`config.mk`:
```
export PLATFORM = sky130hd
export DESIGN_NAME = ftc_timer
export DESIGN_NICKNAME = d
export VERILOG_FILES = /design/src/ftc_pkg.sv /design/src/ftc_timer.sv
export SDC_FILE = /design/constraint.sdc
export NUM_CORES = 1
export LEC_CHECK = 0
export BUFFER_PORTS_ARGS = -buffer_cell sky130_fd_sc_hd__buf_2
export CAP_MARGIN = 40
export CORE_ASPECT_RATIO = 0.5
export CORE_MARGIN = 1.5
export CORE_UTILIZATION = 61
export DETAILED_ROUTE_END_ITERATION = 8
export PLACE_DENSITY = 0.8
export SLEW_MARGIN = 5
export SYNTH_ARGS = -nofsm -noshare
export SYNTH_HDL_FRONTEND = slang
export SYNTH_SLANG_ARGS = --single-unit
```
`constraint.sdc`:
```
create_clock -name core_clk -period 2.3 [get_ports core_clk]
set_input_delay 0.46 -clock core_clk [delete_from_list [all_inputs] [get_ports core_clk]]
set_output_delay 0.46 -clock core_clk [all_outputs]
set_load 0.02 [all_outputs]
```
`src/ftc_pkg.sv`:
```
// Shared constants, register map and state layout of the free-running timer.
`default_nettype none
package ftc_pkg;
    // ------------------------------------------------------------------
    // Register map (byte registers)
    // ------------------------------------------------------------------
    localparam int ADDR_W = 4;
    localparam logic [3:0] OFS_CTRL_ONE = 4'h0;
    localparam logic [3:0] OFS_CTRL_TWO = 4'h1;
    localparam logic [3:0] OFS_STATUS = 4'h2;
    localparam logic [3:0] OFS_CNT_HI = 4'h3;
    localparam logic [3:0] OFS_CNT_LO = 4'h4;
    localparam logic [3:0] OFS_ALT_HI = 4'h5;
    localparam logic [3:0] OFS_ALT_LO = 4'h6;
    localparam logic [3:0] OFS_CMP1_HI = 4'h7;
    localparam logic [3:0] OFS_CMP1_LO = 4'h8;
    localparam logic [3:0] OFS_CMP2_HI = 4'h9;
    localparam logic [3:0] OFS_CMP2_LO = 4'hA;

    // ------------------------------------------------------------------
    // Field positions
    // ------------------------------------------------------------------
    localparam int CR1_COMPARE_IRQ_ENABLE_BIT = 6;
    localparam int CR1_OVERFLOW_IRQ_ENABLE_BIT = 5;
    localparam int CR1_FOLV2_BIT = 4;
    localparam int CR1_FOLV1_BIT = 3;
    localparam int CR1_OLVL2_BIT = 2;
    localparam int CR1_OLVL1_BIT = 0;
    localparam int CR2_PEN1_BIT = 7;
    localparam int CR2_PEN2_BIT = 6;
    localparam int CR2_PRESC_LSB = 2;
    localparam int SR_OCF1_BIT = 6;
    localparam int SR_TOF_BIT = 5;
    localparam int SR_OCF2_BIT = 3;

    // ------------------------------------------------------------------
    // Reset values and prescaler
    // ------------------------------------------------------------------
    localparam logic [15:0] COUNT_RESET = 16'hFFFC;
    localparam logic [15:0] COUNT_MAX = 16'hFFFF;
    localparam logic [15:0] CMP_RESET = 16'h8000;
    localparam logic [2:0] DIV2_MASK = 3'h1;
    localparam logic [2:0] DIV4_MASK = 3'h3;
    localparam logic [2:0] DIV8_MASK = 3'h7;

    typedef enum logic [1:0] {
        PRE_DIV4 = 2'b00,
        PRE_DIV2 = 2'b01,
        PRE_DIV8 = 2'b10,
        PRE_RSVD = 2'b11
    } ftc_presc_t;

    // Register bus request from the CPU side.
    typedef struct packed {
        logic wr;
        logic rd;
        logic [3:0] addr;
        logic [7:0] wdata;
    } ftc_bus_t;

    // Whole state of the timer; index 0 is channel one.
    typedef struct packed {
        logic [15:0] count;
        logic [2:0] div;
        logic new_cnt;
        logic compare_irq_enable;
        logic overflow_irq_enable;
        logic [1:0] folv;
        logic [1:0] olvl;
        logic [1:0] pin_en;
        ftc_presc_t presc;
        logic overflow_flag;
        logic [1:0] ocf;
        logic arm_tof;
        logic [1:0] arm_ocf;
        logic lat_valid;
        logic [7:0] lat;
        logic [1:0][15:0] cmp;
        logic [1:0] inhibit;
        logic [1:0] pin;
        logic irq;
        logic [7:0] rdata;
    } ftc_state_t;

    localparam ftc_state_t ST_RESET = '{
        count: COUNT_RESET,
        cmp: {CMP_RESET, CMP_RESET},
        presc: PRE_DIV4,
        default: '0
    };
endpackage
`default_nettype wire

```
`src/ftc_timer.sv`:
```
// Sixteen-bit free-running timer with two output-compare channels.
//
// Design decisions made here: the register addresses and strobed register access.
`default_nettype none
// ----------------------------------------------------------------------
// How it works
// - A 16-bit counter counts up once per prescaled timer tick.
// - Main and alternate views show the same count; alternate never clears overflow.
// - Writing either view's low byte reloads the counter with FFFCh.
// - Reset loads FFFCh, the only value ever reloaded.
// - Prescale 00 divides by 4, 01 by 2, 10 by 8, 11 reserved.
// - High-byte read latches low byte until the low byte is read.
// - Low-byte read without pending latch returns the live low byte.
// - Wrap from FFFFh to 0000h sets the overflow flag.
// - Overflow interrupt only with its enable set and CPU mask clear.
// - Status read with flag set, then main low-byte access clears overflow.
// - Counting continues in wait, freezes in halt, resumes from held count.
// - Two 16-bit compare values are checked against the counter each tick.
// - Compare values are software read/write, never hardware changed, reset 8000h.
// - A match sets the channel flag and drives its programmed level.
// - Compare pin latches stay low throughout reset.
// - Compare interrupt only with shared enable set and CPU mask clear.
// - Pin enable routes the compare signal onto the pin.
// - Status read with flag set, then compare low access clears match flag.
// - Writing compare high byte inhibits compare until low byte written.
// - Divide-by-2 matches at equal count; other rates at compare plus one.
// ----------------------------------------------------------------------
module ftc_timer
    import ftc_pkg::*;
(
    input wire logic core_clk,
    input wire logic sys_rst,
    input wire ftc_bus_t bus,
    output logic [7:0] rd_data,
    input wire logic halt_mode,
    input wire logic cpu_irq_mask,
    output logic timer_irq,
    output logic [1:0] compare_output_pin,
    output logic [1:0] compare_pin_enable
);
    ftc_state_t st_reg;
    ftc_state_t st_next;
    logic tick;
    logic [2:0] div_mask;
    logic acc_cnt_lo;
    logic reload;
    logic tof_set;
    logic [1:0] match;
    logic [1:0] acc_cmp_lo;
    logic [1:0] wr_cmp_hi;

    // Byte address of a compare register of one channel.
    function automatic logic [3:0] cmp_addr(input int ch, input logic hi);
        if (ch == 0)
        begin
            return hi ? OFS_CMP1_HI : OFS_CMP1_LO;
        end
        return hi ? OFS_CMP2_HI : OFS_CMP2_LO;
    endfunction

    // ------------------------------------------------------------------
    // Access decode and prescaler tick
    // ------------------------------------------------------------------
    // Reads and writes of the main low byte both take part in clearing overflow.
    assign acc_cnt_lo = (bus.rd || bus.wr) && bus.addr == OFS_CNT_LO;
    assign reload = bus.wr && (bus.addr == OFS_CNT_LO || bus.addr == OFS_ALT_LO);
    assign div_mask = (st_reg.presc == PRE_DIV2) ? DIV2_MASK :
        (st_reg.presc == PRE_DIV8) ? DIV8_MASK : DIV4_MASK;
    // The reserved prescale code stops the timer rather than guess a rate.
    assign tick = !halt_mode && st_reg.presc != PRE_RSVD
        && ((st_reg.div & div_mask) == div_mask);
    assign tof_set = tick && !reload && st_reg.count == COUNT_MAX;

    // Per-channel decode and match detection.
    generate
        for (genvar i = 0; i < 2; i++)
        begin : g_chan
            logic [15:0] target;
            assign acc_cmp_lo[i] = (bus.rd || bus.wr) && bus.addr == cmp_addr(i, 1'b0);
            assign wr_cmp_hi[i] = bus.wr && bus.addr == cmp_addr(i, 1'b1);
            // Slower rates see the new count one prescaler step late, hence plus one.
            assign target = (st_reg.presc == PRE_DIV2) ? st_reg.cmp[i] :
                st_reg.cmp[i] + 16'h0001;
            // Only the first cycle of a new count may match, so one count is one event.
            assign match[i] = st_reg.new_cnt && !st_reg.inhibit[i]
                && st_reg.count == target;
        end
    endgenerate

    // ------------------------------------------------------------------
    // Next-state logic
    // ------------------------------------------------------------------
    always_comb
    begin
        st_next = st_reg;
        st_next.rdata = 8'h00;
        st_next.new_cnt = tick;
        // The divider freezes in halt so the phase is kept across a wake-up.
        if (!halt_mode)
        begin
            st_next.div = st_reg.div + 3'h1;
        end
        if (reload)
        begin
            st_next.count = COUNT_RESET;
        end
        else if (tick)
        begin
            st_next.count = st_reg.count + 16'h0001;
        end

        // Register reads and their side effects.
        if (bus.rd)
        begin
            case (bus.addr)
                OFS_CTRL_ONE:
                begin
                    st_next.rdata[CR1_COMPARE_IRQ_ENABLE_BIT] = st_reg.compare_irq_enable;
                    st_next.rdata[CR1_OVERFLOW_IRQ_ENABLE_BIT] = st_reg.overflow_irq_enable;
                    st_next.rdata[CR1_FOLV2_BIT] = st_reg.folv[1];
                    st_next.rdata[CR1_FOLV1_BIT] = st_reg.folv[0];
                    st_next.rdata[CR1_OLVL2_BIT] = st_reg.olvl[1];
                    st_next.rdata[CR1_OLVL1_BIT] = st_reg.olvl[0];
                end
                OFS_CTRL_TWO:
                begin
                    st_next.rdata[CR2_PEN1_BIT] = st_reg.pin_en[0];
                    st_next.rdata[CR2_PEN2_BIT] = st_reg.pin_en[1];
                    st_next.rdata[CR2_PRESC_LSB +: 2] = st_reg.presc;
                end
                OFS_STATUS:
                begin
                    st_next.rdata[SR_OCF1_BIT] = st_reg.ocf[0];
                    st_next.rdata[SR_TOF_BIT] = st_reg.overflow_flag;
                    st_next.rdata[SR_OCF2_BIT] = st_reg.ocf[1];
                    // First step of a flag clear: only flags seen set are armed.
                    st_next.arm_tof = st_reg.overflow_flag;
                    st_next.arm_ocf = st_reg.ocf;
                end
                OFS_CNT_HI, OFS_ALT_HI:
                begin
                    st_next.rdata = st_reg.count[15:8];
                    // A repeated high read keeps the first latched low byte.
                    if (!st_reg.lat_valid)
                    begin
                        st_next.lat = st_reg.count[7:0];
                        st_next.lat_valid = 1'b1;
                    end
                end
                OFS_CNT_LO, OFS_ALT_LO:
                begin
                    st_next.rdata = st_reg.lat_valid ? st_reg.lat : st_reg.count[7:0];
                    st_next.lat_valid = 1'b0;
                end
                OFS_CMP1_HI:
                begin
                    st_next.rdata = st_reg.cmp[0][15:8];
                end
                OFS_CMP1_LO:
                begin
                    st_next.rdata = st_reg.cmp[0][7:0];
                end
                OFS_CMP2_HI:
                begin
                    st_next.rdata = st_reg.cmp[1][15:8];
                end
                OFS_CMP2_LO:
                begin
                    st_next.rdata = st_reg.cmp[1][7:0];
                end
                default:
                begin
                    st_next.rdata = 8'h00;
                end
            endcase
        end

        // Register writes; count views and status are read-only apart from reload.
        if (bus.wr)
        begin
            case (bus.addr)
                OFS_CTRL_ONE:
                begin
                    st_next.compare_irq_enable = bus.wdata[CR1_COMPARE_IRQ_ENABLE_BIT];
                    st_next.overflow_irq_enable = bus.wdata[CR1_OVERFLOW_IRQ_ENABLE_BIT];
                    st_next.folv = {bus.wdata[CR1_FOLV2_BIT], bus.wdata[CR1_FOLV1_BIT]};
                    st_next.olvl = {bus.wdata[CR1_OLVL2_BIT], bus.wdata[CR1_OLVL1_BIT]};
                end
                OFS_CTRL_TWO:
                begin
                    st_next.pin_en = {bus.wdata[CR2_PEN2_BIT], bus.wdata[CR2_PEN1_BIT]};
                    st_next.presc = ftc_presc_t'(bus.wdata[CR2_PRESC_LSB +: 2]);
                end
                default:
                begin
                end
            endcase
        end

        // Overflow flag: the main low byte finishes the clear, a new wrap wins.
        if (acc_cnt_lo && st_reg.arm_tof)
        begin
            st_next.overflow_flag = 1'b0;
            st_next.arm_tof = 1'b0;
        end
        if (tof_set)
        begin
            st_next.overflow_flag = 1'b1;
        end

        // Compare channels.
        for (int i = 0; i < 2; i++)
        begin
            if (wr_cmp_hi[i])
            begin
                st_next.cmp[i][15:8] = bus.wdata;
                st_next.inhibit[i] = 1'b1;
            end
            if (bus.wr && bus.addr == cmp_addr(i, 1'b0))
            begin
                st_next.cmp[i][7:0] = bus.wdata;
                st_next.inhibit[i] = 1'b0;
            end
            if (acc_cmp_lo[i] && st_reg.arm_ocf[i])
            begin
                st_next.ocf[i] = 1'b0;
                st_next.arm_ocf[i] = 1'b0;
            end
            if (match[i])
            begin
                st_next.ocf[i] = 1'b1;
            end
            // Without pin enable the pin belongs to general I/O and its latch holds.
            if (st_reg.pin_en[i] && (match[i] || st_reg.folv[i]))
            begin
                st_next.pin[i] = st_reg.olvl[i];
            end
        end

        // One shared request line; the CPU mask holds it pending.
        st_next.irq = !cpu_irq_mask && ((st_next.overflow_flag && st_reg.overflow_irq_enable)
            || (|st_next.ocf && st_reg.compare_irq_enable));
    end

    // ------------------------------------------------------------------
    // State register
    // ------------------------------------------------------------------
    // Reset wins over everything, so pin latches stay low while it is held.
    always_ff @(posedge core_clk)
    begin
        if (sys_rst)
        begin
            st_reg <= ST_RESET;
        end
        else
        begin
            st_reg <= st_next;
        end
    end

    // Outputs come straight from the state register.
    assign rd_data = st_reg.rdata;
    assign timer_irq = st_reg.irq;
    assign compare_output_pin = st_reg.pin;
    assign compare_pin_enable = st_reg.pin_en;
endmodule
`default_nettype wire

```
# Word level (Yosys, flattened, before mapping)

Cells that the tools add are included.

RAM bits: 0
Flip-flop bits (word level): 90
Output and inout bits: 13
Logic and storage cells: 121
Memories kept: 0
Bits in latches: 0
Bits in read-only memories: 0

Order comparisons: 0
Bitwise logic cells: 3
Add/sub/neg operators: 4
Multiplexer cells: 20
Equal/unequal tests: 17
Divide/modulo/power cells: 0
Shift operators: 0
$mul: 0
Reductions and logical operators: 51

Operators by type and width:

| operator              | number |
|---|---|
| $add 16x1->16 const B | 3 |
| $eq 16x16->1          | 2 |
| $mux 16               | 2 |
| $logic_and 1x1->1     | 24 |
| $pmux 1 s7            | 3 |
| $reduce_or 2->1       | 10 |
| $pmux 1 s9            | 2 |
| $eq 16x16->1 const B  | 1 |
| $eq 4x3->1 const B    | 4 |
| $pmux 1 s8            | 2 |
| $eq 4x4->1 const B    | 3 |
| $eq 4x2->1 const B    | 2 |
| $mux 8                | 1 |
| $reduce_and 2->1      | 4 |
| $mux 1                | 6 |
| $mux 3                | 2 |
| $pmux 1 s6            | 1 |
| $logic_not 1->1       | 5 |
| $logic_or 1x1->1      | 5 |
| $eq 4x1->1 const B    | 1 |
| $logic_not 4->1       | 1 |
| $add 3x1->3 const B   | 1 |
| $and 3x3->3           | 1 |
| $eq 3x3->1            | 1 |
| 7 further kinds       | 8 |

# Logic depth before layout (Yosys ltp)

Gate-level depths: netlist of run 1.

Depth after elaboration: 12
Depth in mapped cells: 8

# Worst setup path after synthesis of run 1

OpenSTA, ideal clock, no wires.

Path kind: input port to flip-flop
Start: in halt_mode
End: reg st_reg (netlist bit timer_irq)
Library setup time: 0.077 ns
Required time: 2.223 ns
Arrival time: 1.936 ns
Stages on the path: 7
Path slack: 0.287 ns
Buffers on the path: 0
Cell sequence: nand2b_1 -> a2111oi_4 -> and4_1 -> a22oi_2 -> nand2b_4 -> a211o_1 -> a41oi_2

Longest elaborated chain between the ends: 9

RTL lines:

| what                            | line             | text |
|---|---|---|
| start: declaration              | ftc_timer.sv:35  | `input wire logic halt_mode,` |
| $logic_not 1->1                 | n/a              |  |
| $logic_and 1x1->1               | ftc_timer.sv:70  | `assign tick = !halt_mode && st_reg.presc != PRE_RSVD` |
| $logic_and 1x1->1               | ftc_timer.sv:71  | `&& ((st_reg.div & div_mask) == div_mask);` |
| $logic_and 1x1->1 (2 in series) | ftc_timer.sv:72  | `assign tof_set = tick && !reload && st_reg.count == COUNT_MAX;` |
| $mux 1                          | ftc_timer.sv:206 | `if (tof_set)` |
| $logic_and 1x1->1               | ftc_timer.sv:241 | `st_next.irq = !cpu_irq_mask && ((st_next.overflow_flag && st_reg.overflow_irq_enable)` |
| $logic_or 1x1->1                | ftc_timer.sv:242 | `\|\| (\|st_next.ocf && st_reg.compare_irq_enable));` |
| $logic_and 1x1->1               | ftc_timer.sv:241 |  |
| end signal: assignment          | ftc_timer.sv:257 | `st_reg <= st_next;` |
| end: declaration                | ftc_timer.sv:41  | `ftc_state_t st_reg;` |

No other way between the ends.
A chain may end at the register's enable or synchronous reset.

# Final worst setup path of run 1

Start: reg st_reg[76] (netlist bit)
End: reg st_reg[87] (netlist bit)

Longest elaborated chain between the ends: 1

RTL lines:

| what          | line             | text |
|---|---|---|
| $add 16x1->16 | ftc_timer.sv:109 | `st_next.count = st_reg.count + 16'h0001;` |

No other way between the ends.

==> results of run 1 <==
==> cells by family (layout without fill, tap and decap cells) <==
family          count (synthesis)  count (layout)  synth area share, %
simple gates                  283             283                 27.1
compound gates                125             125                 15.6
flops                          90              90                 33.7
buf+inv                        76             121                 6.54
mux                            34              34                 6.44
fa+ha+maj                       4               4                0.937
xor+xnor                       59              59                 9.68
==> area by class of cell <==
cell class	instances	area (sq um)	share of cell area, %
Sequential cell	90	1800	29.5
Multi-Input combinational cell	505	3200	52.3
Clock inverter	4	76.3	1.25
Inverter	14	52.6	0.859
Tap cell	112	140	2.29
Clock buffer	12	236	3.86
Timing Repair Buffer	91	608	9.93
==> stage by stage <==
stage	hold WS, ps	area, sq um	total power (uW)	setup slack (ps)
after floorplan	438	5340	1820	287
after global placement	466	5780	1910	13.9
after detailed placement	471	5780	1920	-73.1
after CTS	366	6100	3460	23.2
after global routing	379	6120	3560	-1.00
final	369	6120	3470	48.2
==> power groups by stage <==
stage / logic, uW / clock network [uW] / registers [uW]
floorplan: 184 / 0 / 1630
global placement: 273 / 0 / 1640
detailed placement: 277 / 0 / 1640
CTS: 279 / 1570 / 1610
global route: 306 / 1650 / 1610
finish: 289 / 1570 / 1610
==> cell usage after synthesis (all sizes together) (15+ instances only) <==
library cell and number:
nand2 93, nand4 15, mux2i 31, nand3 54, and3 20, dfxtp 90
buf 29, xnor2 37, a21oi 60, nor2 39, clkbuf 33, nor3 21
xor2 22
==> worst paths after layout <==
kind / startpoint / endpoint / slack, ps / cells past startpoint
max: st_reg[76]$_SDFFE_PP1P_ / st_reg[87]$_SDFFE_PP1P_ / 50 / 8
min: cpu_irq_mask / timer_irq$_SDFF_PP0_ / 370 / 3
max reg2reg: st_reg[76]$_SDFFE_PP1P_ / st_reg[87]$_SDFFE_PP1P_ / 50 / 8
min reg2reg: compare_output_pin[1]$_SDFFE_PP0P_ / compare_output_pin[1]$_SDFFE_PP0P_ / 500 / 2
==> critical path: cells and delay by family (launching register included) <==
kind                      cells  cell delay, ps
buffers and inverters         2             400
and+or+nand+nor               4             650
DFF                           1             520
xor gates and xnor gates      1             160
AOI/OAI and AO/OA             1             410
==> metal layers <==
metal	track usage, %	part of all wire, %	vias to the layer above
li1	-	-	2452
met4	12.4	2.6	0
met3	18.0	16	56
met2	53.9	41	385
met1	55.4	41	2583
met5	0	0	-
==> timing repair <==
item / CTS / global route
resized for setup: 0 / 6
hold buffers: 0 / 0
endpoints found under the setup margin: 0 / 5
endpoints found under the hold margin: 0 / 0
buffers inserted: 0 / 1
==> out/results.ini, run 1 <==
[global_routing]
grt_max_degree=63
grt_pass1_vias=5019
grt_pass1_wl_microns=28000
track_usage_pct=39.6
grt.overflow.total=0
antenna_found_initial=0

[drt]
drc_errors=0
postRouteAntennaNets=0
drtPass1Iterations=8
viasPerCell=6.61
vias=5476
drt-total-wl_microns=18000
dr.first_iter.drc_count=742
wl_per_cell_microns=21.8

[pwr]
peakVddDrop_mv=0.427
power_density_mw_per_mm2=567
sequentialPowerShare_pct=46.4
p_switching_uw=828
power_frac_clock_pct=45.3
switching_share_pct=23.9
power.internal_uw=2640
combPwrFrac_pct=8.3
leakage_uw=0.00232

[floorplanning]
fp.coreArea_sq_mm=0.00823
fp-row-count=23
die_w_microns=135
io_pins=31
start_util_pct=64.9
die_h_microns=69.2
dieArea_sq_mm=0.00936

[timing]
max_freq_mhz=444
final.min_clock_period_ps=2250
drv_slew=0
slew_headroom_pct=55.4
finalCritPeriodShare_pct=97.9
final.setup.tns_ps=0
hold_viol=0
setup_violations=0
tightest_slew_ps=669
finClkSkew_ps=4.74

[synthesis]
syn_area_per_cell_sq_um=7.96
ys_seq_elements=90
synth_top_cell_area_share_pct=33.7
syn_inst=671
syn_area_sq_mm=0.00534
synthFlopType=dfxtp_1
syn-num-nets=693
synthTopCellsByArea=dfxtp_1, nand2_1, xnor2_1, mux2i_1, a21oi_1
synth_cell_types=66
synthArstFlopShare_pct=0
yosys_warnings=0
synth_edf_count=0
yosysTopAreaCell=dfxtp_1
seq_area_frac_synth_pct=33.7

[clock_network]
clk_latency_ps=340
root_buffer=clkbuf_16
cts_sinks=90
clk_pin_slew_ps=70
cts_buffer_depth=2
cts-buffers-inserted=9
cts_tree=yes
h-tree-depth=3

[placement]
routabilityCongestion=1.04
io_buffers=30
hpwl_microns=13500
placed_cells=811

[setup_path]
cp-start-kind=flip-flop
critPathSlowestCell=dfxtp_1
end_kind=flip-flop
arrival_ps=2480
crit_chain=inv_1 > a2111oi_4 > buf_4 > and3_1 > nand2_1 > nor3_1 > xnor2_1 > nand2_1
critPathKind=flip-flop to flip-flop
slowest_delay_ps=520
crit_fanout=5
crit_top_cell=nand2_1
cp.required_ps=2530

[layout]
drive_gt1_share_pct=18.2
instances_no_fill=828
syn_to_final_growth_pct=14.6
layout_commonest_cell=nand2_1
final_cell_mix=nand2_1, dfxtp_1, buf_4
largest_reg_flops=77
n_fill_cell=639
fin_util_pct=74.4
finalNetCount=733
n_antenna_cell=0

[min_path]
hp-class=primary input to flip-flop

[status]
status=completed

[run]
drv_cap=0

Note: power is estimated with default switching activity, not from simulation.
==> run 2, diff against run 1 <==
--- a/config.mk
+++ b/config.mk
@@ -7,7 +7,7 @@
 export LEC_CHECK = 0
 export BUFFER_PORTS_ARGS = -buffer_cell sky130_fd_sc_hd__buf_2
 export CAP_MARGIN = 40
-export CORE_ASPECT_RATIO = 0.5
+export CORE_ASPECT_RATIO = 1.75
 export CORE_MARGIN = 1.5
 export CORE_UTILIZATION = 61
 export DETAILED_ROUTE_END_ITERATION = 8
==> run 2 against run 1 <==
Net effect: hold slack improved by 15 ps; combinational power decreased by 1%; critical path type unchanged; largest cell class unchanged; die area decreased by 0.12%; critical path depth unchanged; register-to-register slack improved by 60 ps; routed wire length decreased by 2.9%; maximum frequency increased by 2.6%; final cell count decreased by 0.72%; power decreased by 0.75%.
==> out/results.ini, run 2 (same netlist as run 1, synthesis figures left out) <==
[status]
status=completed

[clock_network]
clk_latency_ps=350
clk_pin_slew_ps=60
hold_buffers=0
cts_tree=yes
cts_sinks=90
root_buffer=clkbuf_16
h-tree-depth=3
cts_buffer_depth=2
cts-buffers-inserted=9

[floorplanning]
fp-row-count=45
dieArea_sq_mm=0.00934
start_util_pct=62.0
fp.coreArea_sq_mm=0.00861
die_h_microns=127
io_pins=31
die_w_microns=73.7

[placement]
pre_cts_ws_ps=29.2
place_area_sq_mm=0.00575
hpwl_microns=13100
io_buffers=30
routabilityCongestion=1.05
placed_cells=808

[pwr]
power.internal_uw=2650
leakage_uw=0.00228
sequentialPowerShare_pct=46.8
power_density_mw_per_mm2=565
p_switching_uw=791
switching_share_pct=23.0
power_uw=3440
peakVddDrop_mv=0.455
combPwrFrac_pct=8.3
power_frac_clock_pct=44.9

[timing]
finalCritPeriodShare_pct=95.5
finClkSkew_ps=7.39
max_freq_mhz=455
drv_slew=0
tightest_slew_ps=705
final.setup.tns_ps=0
setup_violations=0
hold_viol=0
rsz0062_at_grt=false
fin_ws_ps=104
slew_headroom_pct=52.5
final.min_clock_period_ps=2200

[layout]
final_cell_mix=nand2_1, dfxtp_1, a21oi_1
seqCellArea_sq_mm=0.00181
n_antenna_cell=0
multi_input_area_sq_mm=0.00322
n_fill_cell=694
drive_gt1_share_pct=17.7
finalNetCount=724
layout_commonest_cell=nand2_1
instances_no_fill=822
syn_to_final_growth_pct=14.2
largest_reg_flops=77
design_area_sq_mm=0.00610

[setup_path]
end_kind=flip-flop
arrival_ps=2430
cp.required_ps=2540
critPathKind=flip-flop to flip-flop
cp-start-kind=flip-flop
crit_fanout=7

[global_routing]
grt.overflow.total=0
grt_max_degree=63
track_usage_pct=39.1
antenna_found_initial=0
grt_pass1_vias=5132
grt_pass1_wl_microns=27200

[drt]
postRouteAntennaNets=0
drc_errors=0
drt-total-wl_microns=17500
wl_per_cell_microns=21.3
drtPass1Iterations=7
viasPerCell=6.42
dr.first_iter.drc_count=633
vias=5278

[run]
drv_cap=0

[min_path]
hp-class=primary input to flip-flop

## run 2: power by group through the flow
| stage | combinational, uW | clock, uW | sequential (uW) |
|---|---|---|---|
| floorplan | 184 | 0 | 1630 |
| CTS | 278 | 1550 | 1610 |
| finish | 285 | 1550 | 1610 |
| detailed placement | 276 | 0 | 1640 |
| global placement | 269 | 0 | 1640 |
| global route | 304 | 1620 | 1610 |
## run 2: worst paths after layout
check                                     start                            endpoint  slack, ps  cells past startpoint
max reg2reg             st_reg[14]$_SDFFE_PP0P_  compare_output_pin[0]$_SDFFE_PP0P_        100                      8
min                                cpu_irq_mask                timer_irq$_SDFF_PP0_        380                      3
min reg2reg  compare_output_pin[1]$_SDFFE_PP0P_  compare_output_pin[1]$_SDFFE_PP0P_        480                      2
max                     st_reg[14]$_SDFFE_PP0P_  compare_output_pin[0]$_SDFFE_PP0P_        100                      8
## run 2: per-layer routing
layer  global-route usage [%]  wire [microns]  vias up
li1                         -               -     2415
met1                     44.3            6070     2464
met2                     60.9            8290      290
met3                     10.3            1610      109
met4                     30.0            1540        0
met5                        0               0        -
## run 2: through the flow
stage / util [%] / hold slack, ps
5_1_grt: 70.8 / 385
6_report: 70.8 / 384
4_1_cts: 70.4 / 383
3_3_place_gp: 66.8 / 451
2_1_floorplan: - / 438
3_5_place_dp: 66.8 / 469
## run 2: critical path, stage by stage, from the launching register on
cell	delay (ps)
dfxtp_1	460
ha_2	330
xnor2_1	100
o31ai_2	290
o2111ai_1	150
nor3_1	260
buf_4	210
a2111oi_0	90
nand3b_1	190
## run 2: timing repair
item,4_1_cts,5_1_grt
gates resized for setup,0,10
setup buffers,0,0
setup endpoints to repair,0,4
## run 2: final cells by class
cell class              instances  share of cell area (%)
inverters                      14                   0.862
flip-flops and latches         90                    29.6
clock buffers                  11                    3.98
well taps                     117                    2.40
repair buffers                 82                    9.28
multi-input cells             505                    52.8
clock inverters                 3                    1.07
